File: config.mk
export PLATFORM = sky130hd
export DESIGN_NAME = iocap_cell
export DESIGN_NICKNAME = d
export VERILOG_FILES = /design/src/iocap_pkg.sv /design/src/iocap_cell.sv /design/src/iocap_capture_ff.sv
export VERILOG_INCLUDE_DIRS = /design/src
export SDC_FILE = /design/constraint.sdc
export NUM_CORES = 1
export LEC_CHECK = 0
export ABC_AREA = 1
export BUFFER_PORTS_ARGS = -buffer_cell sky130_fd_sc_hd__buf_2
export CORE_MARGIN = 2
export CORE_UTILIZATION = 43
export CTS_BUF_LIST = sky130_fd_sc_hd__clkbuf_8 sky130_fd_sc_hd__clkbuf_16
export DETAILED_ROUTE_END_ITERATION = 16
export PLACE_DENSITY = 0.85
export SLEW_MARGIN = 5
export SYNTH_ARGS = -nofsm -noshare
export SYNTH_HDL_FRONTEND = slang
export SYNTH_SLANG_ARGS = --single-unit
File: constraint.sdc
create_clock -name clk_in -period 1.55 [get_ports clk_in]
set_clock_uncertainty 0.15 [all_clocks]
set_input_delay 0.31 -clock clk_in [delete_from_list [all_inputs] [get_ports clk_in]]
set_output_delay 0.31 -clock clk_in [all_outputs]
set_load 0.01 [all_outputs]
File: src/iocap_map.svh
/*
 * Register offsets, field positions, reset values and timing constants of the I/O input capture cell.
 * Assumes byte addressing on a 32-bit Avalon-MM slave port with a 4-bit address.
 */
`ifndef IOCAP_MAP_SVH
`define IOCAP_MAP_SVH

// ----------------------------------------------------------------------------
// register offsets (byte addresses)
// ----------------------------------------------------------------------------
`define IOCAP_CFG_OFS 4'h0
`define IOCAP_STAT_OFS 4'h4

// ----------------------------------------------------------------------------
// configuration fields
// ----------------------------------------------------------------------------
`define IOCAP_CFG_MODE_LO 0
`define IOCAP_CFG_MODE_HI 1
`define IOCAP_CFG_DELAY_BIT 2
`define IOCAP_CFG_ASYNC_BIT 3
`define IOCAP_CFG_SRVAL_BIT 4
`define IOCAP_CFG_WIDTH 5
`define IOCAP_CFG_RESET 5'h00

// ----------------------------------------------------------------------------
// status fields
// ----------------------------------------------------------------------------
`define IOCAP_STAT_REG_BIT 0
`define IOCAP_STAT_DDR2_BIT 1
`define IOCAP_STAT_DIRECT_BIT 2
`define IOCAP_STAT_PAD_BIT 3

// ----------------------------------------------------------------------------
// reset values and delay element
// ----------------------------------------------------------------------------
`define IOCAP_Q_RESET 1'b0
`define IOCAP_DELAY_TAPS 4
`define IOCAP_READ_ZERO 32'h0000_0000

`endif

File: src/iocap_pkg.sv
/*
 * Types shared by the I/O input capture cell files.
 * Assumes nothing of its surroundings.
 */
package iocap_pkg;

   // capture path selection, from the configuration mode field
   typedef enum logic [1:0] {
      IOCAP_MODE_REG,
      IOCAP_MODE_LATCH,
      IOCAP_MODE_DDR
   } iocap_mode_t;

endpackage : iocap_pkg

File: src/iocap_cell.sv
/*
 * Input side of a programmable I/O cell: direct path, transparent latch,
 * single-rate input register and double-data-rate register pair, with a
 * selectable input delay, configured and observed over Avalon-MM.
 * Assumes pad, capture clocks and set/reset lines are asynchronous pins;
 * each passes a two-stage synchroniser before use.
 */
// The Avalon-MM register port and the register offsets were decided locally.
// Behaviour
// [RULE1] With the capture clock enable high at a rising first capture clock edge, the register takes the pad value.
// [RULE2] A synchronous set/reset high at a rising capture edge loads the set/reset value at that edge.
// [RULE3] An asynchronous set/reset loads the set/reset value at once, with no capture edge needed.
// [RULE4] The chip-wide global set/reset forces the registered output to its set/reset value.
// [RULE5] A transparent latch path, gated by the first capture clock, can feed the registered output.
// [RULE6] A selectable delay element sits in front of the direct output and the register or latch input.
// [RULE7] In double-data-rate mode the first register samples on the first clock and the second on the second.
// [RULE8] Outside logic changes the shared enable and pad input only between the two capture clock edges.
// [RULE9] In double-data-rate mode a synchronous reset clears each register at its own next capture edge.
// [RULE10] With the capture clock enable low at a capture edge the register keeps its value.
`timescale 1ns/1ps
`include "iocap_map.svh"

module iocap_cell #(
   parameter int DELAY_TAPS = `IOCAP_DELAY_TAPS
) (
   input wire logic clk_in, // system clock, 20 MHz
   input wire logic rst_in, // asynchronous reset, active high
   input wire logic pad_in, // pad signal
   input wire logic capture_clock_first_in, // first capture clock pin
   input wire logic capture_clock_second_in, // second capture clock pin
   input wire logic capture_clock_enable_in, // shared capture enable
   input wire logic cell_set_reset_in, // cell set/reset
   input wire logic global_set_reset_in, // chip-wide set/reset
   input wire logic [3:0] address_in, // avalon byte address
   input wire logic read_in, // avalon read
   input wire logic write_in, // avalon write
   input wire logic [31:0] writedata_in, // avalon write data
   output logic [31:0] readdata_out, // avalon read data
   output logic waitrequest_out, // avalon wait request
   output logic direct_out, // direct path output
   output logic registered_in_out_out, // register or latch output
   output logic ddr_out_first_out, // first ddr register output
   output logic ddr_out_second_out // second ddr register output
);
   import iocap_pkg::*;

   // ----------------------------------------------------------------------------
   // parameter check
   // ----------------------------------------------------------------------------
   if (DELAY_TAPS < 1) begin : g_bad_taps
      $error("DELAY_TAPS must be at least 1");
   end

   // ----------------------------------------------------------------------------
   // pin synchronisers
   // ----------------------------------------------------------------------------
   localparam int PIN_COUNT = 6;
   localparam int PIN_PAD = 0;
   localparam int PIN_CLK1 = 1;
   localparam int PIN_CLK2 = 2;
   localparam int PIN_CE = 3;
   localparam int PIN_SR = 4;
   localparam int PIN_GSR = 5;

   logic [PIN_COUNT-1:0] pin_meta;
   logic [PIN_COUNT-1:0] pin_sync;
   logic clk1_prev;
   logic clk2_prev;
   wire logic [PIN_COUNT-1:0] pin_bus = {global_set_reset_in, cell_set_reset_in, capture_clock_enable_in,
                                         capture_clock_second_in, capture_clock_first_in, pad_in};

   always_ff @(posedge clk_in or posedge rst_in) begin
      if (rst_in) begin
         pin_meta <= '0;
         pin_sync <= '0;
         clk1_prev <= 1'b0;
         clk2_prev <= 1'b0;
      end else begin
         pin_meta <= pin_bus;
         pin_sync <= pin_meta;
         clk1_prev <= pin_sync[PIN_CLK1];
         clk2_prev <= pin_sync[PIN_CLK2];
      end
   end

   wire logic pad_sync = pin_sync[PIN_PAD];
   wire logic gate_first = pin_sync[PIN_CLK1];
   wire logic edge_first = pin_sync[PIN_CLK1] && !clk1_prev;
   wire logic edge_second = pin_sync[PIN_CLK2] && !clk2_prev;
   // [RULE10] enable gates capture
   wire logic ce_sync = pin_sync[PIN_CE];
   wire logic sr_sync = pin_sync[PIN_SR];
   wire logic gsr_sync = pin_sync[PIN_GSR];

   // ----------------------------------------------------------------------------
   // configuration register
   // ----------------------------------------------------------------------------
   logic [`IOCAP_CFG_WIDTH-1:0] cfg;
   logic [DELAY_TAPS-1:0] delay_line;

   wire iocap_mode_t mode = iocap_mode_t'(cfg[`IOCAP_CFG_MODE_HI:`IOCAP_CFG_MODE_LO]);
   wire logic delay_en = cfg[`IOCAP_CFG_DELAY_BIT];
   wire logic sr_async = cfg[`IOCAP_CFG_ASYNC_BIT];
   wire logic sr_value = cfg[`IOCAP_CFG_SRVAL_BIT];
   wire logic mode_latch = (mode == IOCAP_MODE_LATCH);
   wire logic mode_ddr = (mode == IOCAP_MODE_DDR);

   // ----------------------------------------------------------------------------
   // input delay element
   // ----------------------------------------------------------------------------
   wire logic delay_tap = delay_line[DELAY_TAPS-1];
   // [RULE6] delayed or direct pad
   wire logic data_sel = delay_en ? delay_tap : pad_sync;
   wire logic [DELAY_TAPS-1:0] next_delay_line = DELAY_TAPS'({delay_line, pad_sync});

   always_ff @(posedge clk_in or posedge rst_in) begin
      if (rst_in) begin
         delay_line <= '0;
         direct_out <= 1'b0;
      end else begin
         delay_line <= next_delay_line;
         direct_out <= data_sel;
      end
   end

   // ----------------------------------------------------------------------------
   // capture controls
   // ----------------------------------------------------------------------------
   // [RULE3] asynchronous set/reset acts at once
   // [RULE4] global set/reset overrides capture and synchronous set/reset in all three registers
   wire logic force_level = gsr_sync || (sr_async && sr_sync);
   // [RULE2] synchronous set/reset waits for a strobe
   wire logic sync_clear = sr_sync && !sr_async;
   // [RULE5] latch mode follows the first clock level
   wire logic sample_first = mode_latch ? gate_first : edge_first;
   // [RULE7] second register only runs in ddr mode
   // [RULE8] shared enable and pad assumed settled between edges
   wire logic sample_second = mode_ddr && edge_second;
   // [RULE7] first ddr register on first edges
   wire logic sample_ddr_first = mode_ddr && edge_first;

   // ----------------------------------------------------------------------------
   // storage elements
   // ----------------------------------------------------------------------------
   // [RULE1] first register, also latch; the first ddr output comes from u_ddr_first
   iocap_capture_ff u_first (
      .clk_in(clk_in),
      .rst_in(rst_in),
      .sample_in(sample_first),
      .enable_in(ce_sync),
      .data_in(data_sel),
      .sync_clear_in(sync_clear),
      .force_in(force_level),
      .preset_in(sr_value),
      .q_out(registered_in_out_out)
   );

   // [RULE9] second register resets on its own edge
   iocap_capture_ff u_second (
      .clk_in(clk_in),
      .rst_in(rst_in),
      .sample_in(sample_second),
      .enable_in(ce_sync),
      .data_in(data_sel),
      .sync_clear_in(sync_clear),
      .force_in(force_level),
      .preset_in(sr_value),
      .q_out(ddr_out_second_out)
   );

   // [RULE7] first ddr register
   iocap_capture_ff u_ddr_first (
      .clk_in(clk_in),
      .rst_in(rst_in),
      .sample_in(sample_ddr_first),
      .enable_in(ce_sync),
      .data_in(data_sel),
      .sync_clear_in(sync_clear),
      .force_in(force_level),
      .preset_in(sr_value),
      .q_out(ddr_out_first_out)
   );

   // ----------------------------------------------------------------------------
   // avalon-mm slave
   // ----------------------------------------------------------------------------
   wire logic bus_req = read_in || write_in;
   wire logic next_waitrequest = !(bus_req && waitrequest_out);
   wire logic take_write = write_in && !waitrequest_out;
   wire logic hit_cfg = (address_in == `IOCAP_CFG_OFS);
   wire logic hit_stat = (address_in == `IOCAP_STAT_OFS);
   wire logic [31:0] stat_word = 32'(({3'h0, pad_sync} << `IOCAP_STAT_PAD_BIT)
                                   | ({3'h0, direct_out} << `IOCAP_STAT_DIRECT_BIT)
                                   | ({3'h0, ddr_out_second_out} << `IOCAP_STAT_DDR2_BIT)
                                   | ({3'h0, registered_in_out_out} << `IOCAP_STAT_REG_BIT));
   wire logic [31:0] read_mux = hit_cfg ? 32'(cfg) : (hit_stat ? stat_word : `IOCAP_READ_ZERO);

   always_ff @(posedge clk_in or posedge rst_in) begin
      if (rst_in) begin
         waitrequest_out <= 1'b1;
         readdata_out <= `IOCAP_READ_ZERO;
         cfg <= `IOCAP_CFG_RESET;
      end else begin
         waitrequest_out <= next_waitrequest;
         if (read_in && waitrequest_out) begin
            readdata_out <= read_mux;
         end
         if (take_write && hit_cfg) begin
            cfg <= writedata_in[`IOCAP_CFG_WIDTH-1:0];
         end
      end
   end

   // ----------------------------------------------------------------------------
   // assertions
   // ----------------------------------------------------------------------------
   // [RULE1] enabled edge captures
   chk_reg_capture: assert property (@(posedge clk_in) disable iff (rst_in) // [RULE1]
      (sample_first && !mode_latch && ce_sync && !force_level && !sync_clear)
      |=> (registered_in_out_out == $past(data_sel)))
      else $error("register missed an enabled capture");

   // [RULE2] synchronous set/reset load
   chk_sync_clear: assert property (@(posedge clk_in) disable iff (rst_in) // [RULE2]
      (sample_first && sync_clear && !force_level)
      |=> (registered_in_out_out == $past(sr_value)))
      else $error("register missed a synchronous set/reset");

   // [RULE3] asynchronous set/reset load
   chk_async_force: assert property (@(posedge clk_in) disable iff (rst_in) // [RULE3]
      (sr_async && sr_sync)
      |=> (registered_in_out_out == $past(sr_value)))
      else $error("register missed an asynchronous set/reset");

   // [RULE4] global set/reset load
   chk_global_force: assert property (@(posedge clk_in) disable iff (rst_in) // [RULE4]
      gsr_sync
      |=> (registered_in_out_out == $past(sr_value) && ddr_out_second_out == $past(sr_value)))
      else $error("register missed a global set/reset");

   // [RULE5] open latch follows data
   chk_latch_follow: assert property (@(posedge clk_in) disable iff (rst_in) // [RULE5]
      (mode_latch && gate_first && ce_sync && !force_level && !sync_clear)
      |=> (registered_in_out_out == $past(data_sel)))
      else $error("open latch did not follow its input");

   // [RULE6] undelayed direct path
   chk_direct_path: assert property (@(posedge clk_in) disable iff (rst_in) // [RULE6]
      !delay_en
      |=> (direct_out == $past(pad_sync)))
      else $error("direct output did not follow the pad");

   // [RULE7] second register takes data
   chk_ddr_second_take: assert property (@(posedge clk_in) disable iff (rst_in) // [RULE7]
      (sample_second && ce_sync && !force_level && !sync_clear)
      |=> (ddr_out_second_out == $past(data_sel)))
      else $error("second ddr register missed a capture");

   // [RULE7] first register takes data
   chk_ddr_first_take: assert property (@(posedge clk_in) disable iff (rst_in) // [RULE7]
      (mode_ddr && edge_first && ce_sync && !force_level && !sync_clear)
      |=> (ddr_out_first_out == $past(data_sel)))
      else $error("first ddr register missed a capture");

   // [RULE7] second register idle outside ddr
   chk_ddr_second_idle: assert property (@(posedge clk_in) disable iff (rst_in) // [RULE7]
      (!mode_ddr && !force_level)
      |=> $stable(ddr_out_second_out))
      else $error("second ddr register moved outside ddr mode");

   // [RULE9] second register reset edge
   chk_ddr_second_reset: assert property (@(posedge clk_in) disable iff (rst_in) // [RULE9]
      (sample_second && sync_clear && !force_level)
      |=> (ddr_out_second_out == $past(sr_value)))
      else $error("second ddr register missed its reset edge");

   // [RULE9] first register reset edge
   chk_ddr_first_reset: assert property (@(posedge clk_in) disable iff (rst_in) // [RULE9]
      (mode_ddr && edge_first && sync_clear && !force_level)
      |=> (ddr_out_first_out == $past(sr_value)))
      else $error("first ddr register missed its reset edge");

   // [RULE10] disabled register holds
   chk_enable_hold: assert property (@(posedge clk_in) disable iff (rst_in) // [RULE10]
      (!ce_sync && !force_level && !sync_clear)
      |=> $stable(registered_in_out_out))
      else $error("register changed with its enable low");

   // ----------------------------------------------------------------------------
   // coverage of main scenarios
   // ----------------------------------------------------------------------------
   cov_reg_capture: cover property (@(posedge clk_in) disable iff (rst_in)
      sample_first && !mode_latch && ce_sync);

   cov_latch_open: cover property (@(posedge clk_in) disable iff (rst_in)
      mode_latch && gate_first && ce_sync);

   cov_ddr_second: cover property (@(posedge clk_in) disable iff (rst_in)
      sample_second && ce_sync);

   cov_ddr_reset: cover property (@(posedge clk_in) disable iff (rst_in)
      sample_second && sync_clear);

   cov_global_force: cover property (@(posedge clk_in) disable iff (rst_in)
      gsr_sync);
endmodule : iocap_cell

File: src/iocap_capture_ff.sv
/*
 * One capture storage element of the I/O cell: clock enable, synchronous
 * set/reset at a sample strobe, and a forced set/reset level that acts at once.
 * Assumes sample, enable, data and set/reset are already in the clk_in domain.
 */
`timescale 1ns/1ps
`include "iocap_map.svh"

module iocap_capture_ff (
   input wire logic clk_in, // system clock
   input wire logic rst_in, // asynchronous reset, active high
   input wire logic sample_in, // capture strobe or latch gate
   input wire logic enable_in, // capture clock enable
   input wire logic data_in, // pad data, delayed or not
   input wire logic sync_clear_in, // synchronous set/reset request
   input wire logic force_in, // asynchronous or global set/reset level
   input wire logic preset_in, // set/reset target value
   output logic q_out // stored value
);

   // ----------------------------------------------------------------------------
   // storage
   // ----------------------------------------------------------------------------
   always_ff @(posedge clk_in or posedge rst_in) begin
      if (rst_in) begin
         q_out <= `IOCAP_Q_RESET;
      end else if (force_in) begin
         q_out <= preset_in;
      end else if (sample_in && sync_clear_in) begin
         q_out <= preset_in;
      end else if (sample_in && enable_in) begin
         q_out <= data_in;
      end
   end

endmodule : iocap_capture_ff

# --- Yosys cells after proc, flatten, opt, wreduce, memory -nomap -nowiden ---
# Cells that the tools add are included.
op_classes:
  n_eq_ne: 3
  n_mux: 13
  bitwise_logic: 3
  n_reduce_logical: 27
op_table:
  columns: ["cell", "n"]
  rows:
  - ["$logic_and 1x1->1", 16]
  - ["$mux 1", 11]
  - ["$reduce_bool 3->1", 3]
  - ["$logic_not 1->1", 5]
  - ["$mux 5", 1]
  - ["$eq 4x3->1 const B", 1]
  - ["$logic_not 4->1", 1]
  - ["$mux 4", 1]
  - ["$or 4x1->4", 1]
  - ["$or 4x2->4", 1]
  - ["$or 4x3->4", 1]
  - ["$eq 2x1->1 const B", 1]
  - ["$eq 2x2->1 const B", 1]
  - ["$logic_or 1x1->1", 2]
word_totals:
  register_bits: 60
  inputBits: 46
  out_inout_bits: 37
  word_cells: 58

# --- Logic depth before layout (Yosys ltp) ---
logic_depth:
  word_depth: 7
  depth_mapped: 8
  mapped_depth_nobuf: 8

# --- Modules after synthesis ---
# A second synthesis with hierarchy kept.
unflattened:
  hier_cells: 162
  area_unflattened_um2: 1521.5
modules_own_cells:
  columns: ["module", "instances", "cells_each", "area_each_um2", "seq_area_each_um2"]
  rows:
  - ["iocap_cell", 1, 123, 1288.7, 752.0]
  - ["iocap_capture_ff", 3, 13, 77.6, 25.0]

# --- Least setup slack after synthesis ---
# No wires, ideal clock.
synth_timing:
  path_type: "input to register"
  start: "input port address_in[3]"
  end: "register cfg[0]"
  setup_ns: 0.134
  t_arrival_ns: 0.925
  t_required_ns: 1.266
  path_slack_ns: 0.341
  path_stages: 4
  path_buffers: 0
  cell_sequence: "nor2_1 nand2_2 nor3b_4 o21ai_0"
synth_between:
  elab_chain_len: 2
synth_rtl:
  columns: ["element", "line_no", "text"]
  rows:
  - ["start: declaration", "iocap_cell.sv:34", "input wire logic [3:0] address_in,"]
  - ["$logic_not 4->1 (no source line)", null, null]
  - ["$logic_and 1x1->1", "iocap_cell.sv:208", "if (take_write && hit_cfg) begin"]
  - ["end signal: assignment", "iocap_cell.sv:202", "cfg <= `IOCAP_CFG_RESET;"]
  - ["end signal: assignment", "iocap_cell.sv:209", "cfg <= writedata_in[`IOCAP_CFG_WIDTH-1:0];"]
  - ["end: declaration", "iocap_cell.sv:98", "logic [`IOCAP_CFG_WIDTH-1:0] cfg;"]
# Every way passes these cells.
# A chain may end at the register's enable or synchronous reset.

# --- Worst setup path in the final report ---
layout_timing:
  start: "register waitrequest_out"
  end: "output port waitrequest_out"
layout_rtl:
  columns: ["element", "line_no", "text"]
  rows:
  - ["start: declaration", "iocap_cell.sv:39", "output logic waitrequest_out,"]
  - ["start signal: assignment", "iocap_cell.sv:204", "waitrequest_out <= next_waitrequest;"]
# No word-level cell between the ends.

==> impl_metrics.ini <==
[outcome]
status = complete, no violations

[power]
power_density_nw_per_um2 = 1180
vdd_ir_drop_max_mv = 0.682
leakagePower_nw = 0.946

[synth]
synth_top_area_cell = dfrtp_1
synth_mux_area_share_pct = 0
syn-cell-area_um2 = 1430
avgSynthCellArea_um2 = 9.43
synth_top_cell_area_share_pct = 55.9
synth_compound_area_share_pct = 5.41
ys_seq_area_share_pct = 57.7
synth_seq_cells = 33
synthAdderAreaFrac_pct = 0
yosys_warnings = 0
synth_simple_gate_area_share_pct = 17.2
synth_xor_area_share_pct = 0
synth_cells = 152
synth_top_family_by_area = buffers and inverters
ys_top_cells_by_area = dfrtp_1, buf_4, nand2_1, inv_1, nand3_1
synth_cell_types = 16

[clock_network]
clock_path_buffers = 2
numCtsBuffers = 5
root_buffer = clkbuf_8
cts_tree = built
htree_num_levels = 2
cts-resized-gates = 0
clock-sinks = 33
clock_latency_ns = 0.28
clkTransAtPathRegs_ns = 0.06

[setup_path]
crit_required_ns = 1.09
crit_path_max_fanout = 4
cp.arrival_ns = 0.99
path_class = reg2out
crit_chain = buf_2
slowest_delay_ns = 0.57
worstPathBufferInverterCount = 1
critPathTopFamily = flip-flops
cp_slowest_cell = dfstp_2
start_kind = register
setup.worst_path.end_class = output port

[detailed_routing]
drc = 0
wl_per_cell_um = 10.1
ant_nets = 0
vias_per_cell = 4.20
drt_first_iter_violations = 26
wl_um = 2430
num_vias = 1012
dr.pass1.iters = 4

[job]
max_cap_viol_count = 0

[timing]
finalHoldViolations = 0
fin_crit_sh_pct = 93.8
max_freq_ghz = 0.687
final_max_slew_viol_count = 0
setup_viol = 0
setup_tns_ns = 0
fin_crit_ns = 1.45
rsz0062_at_grt = no

[floorplan]
io_pins = 83
die_w_um = 61.7
core_area_um2 = 3100
rows = 20
die_area_um2 = 3810
initial_utilization_pct = 46.2
die_y_um = 61.7

[cells_and_area]
layout.nets = 242
area_growth_pct = 19.0
final_layout_size_suffix_gt1_share_pct = 20.8
diodes = 0
final_core_util_pct = 55.0

[min_path]
hold_path.class = in2reg

[global_routing]
gr-usage-all-layers_pct = 15.3
grt_max_degree = 34
grt.overflow.total = 0
grt_pass1_vias = 911
antenna_found_initial = 0
grt_pass1_wl_um = 4020

[place]
finalWeightedCongestion = 0.742
dp_hpwl_um = 1820
io_buffers = 28
## registers in the layout (all words and copies together), names as in the netlist
signal	cells
direct_out	1
pin_sync	6
readdata_out	5
waitrequest_out	1
cfg	5
u_first.q_out	1
pin_meta	6
delay_line	4
clk2_prev	1
u_second.q_out	1
u_ddr_first.q_out	1
clk1_prev	1
## through the flow
stage	hold WS (ns)	setup WS, ns	instances	total power, mW	instance area (um^2)
after floorplan	0.181	0.341	178	1.30	1530
after global placement	0.182	0.140	226	1.36	1550
after detailed placement	0.185	0.0927	226	1.38	1550
after CTS	0.0252	0.0857	241	2.04	1710
after global routing	0.0371	0.0410	241	2.15	1710
final	0.0326	0.0954	241	2.01	1710
## power by group
part	switching (mW)	internal [mW]
Sequential	0.0580	0.967
Clock	0.286	0.348
Combinational	0.218	0.132
## final timing paths
check | from | endpoint | slack (ns) | cells after the start
max | waitrequest_out | waitrequest_out | 0.1 | 1
max in group asynchronous | rst_in | waitrequest_out | 0.42 | 4
min in group asynchronous | rst_in | u_first.q_out | 0.51 | 4
max reg2reg | cfg[0] | u_ddr_first.q_out | 0.24 | 8
min reg2reg | pin_meta[4] | pin_sync[4] | 0.20 | 0
min | read_in | waitrequest_out | 0.03 | 2
## kinds of logic (layout without fill, tap and decap cells)
logic type | count (synthesis) | after routing
buf+inv | 47 | 66
other cells | 1 | 27
compound gates | 14 | 14
flops | 33 | 33
simple gates | 57 | 57
## routing by layer
layer	track usage, %	vias up	wire [um]
met4	6.08	0	33
met5	0	-	0
met1	19.7	474	1050
met3	7.45	4	164
li1	-	499	-
met2	22.4	35	1190
## synthesized netlist by cell type (all sizes together)
cell type  instances
nand2             43
dfrtp             32
buf               27
inv               20
nand3              7
o21ai              7
nor2               5
o22ai              4
a21oi              2
conb               1
dfstp              1
nand3b             1
nor3b              1
o31ai              1
## worst reg2reg max path: stages (launching register included)
cell     delay [ns]
dfrtp_1        0.37
inv_1          0.09
nand2_1        0.07
nor2_1         0.22
nand2_1        0.08
nand2_1        0.08
inv_1          0.04
nand3_1        0.05
nand2_1        0.05
## cells in the final DEF, fill, tap and decap left out, drive strengths merged
cell type,Yosys,final
nor3b,1,1
o22ai,4,4
nand3b,1,1
o21ai,7,7
buf,27,31
o31ai,1,1
nor2,5,5
inv,20,22
nand3,7,7
clkbuf,0,6
dfrtp,32,32
dlygate4sd3,0,7
nand2,43,43
conb,1,27
a21oi,2,2
dfstp,1,1
## cell type report
cell class                      instances  area (um^2)
Timing Repair Buffer                   38          233
Clock inverter                          2         7.51
Multi-Input combinational cell         98          425
Clock buffer                            6         82.6
Tap cell                               44         55.1
Fill cell                             301         1400
Sequential cell                        33          827
Inverter                               20         75.1
## timing repair
item / 4_1_cts / 5_1_grt
setup buffers: 0 / 0
setup endpoints to repair: 0 / 0
hold endpoints to repair: 38 / 0
hold buffers: 7 / 0
Power figures use the tool's default switching activity.
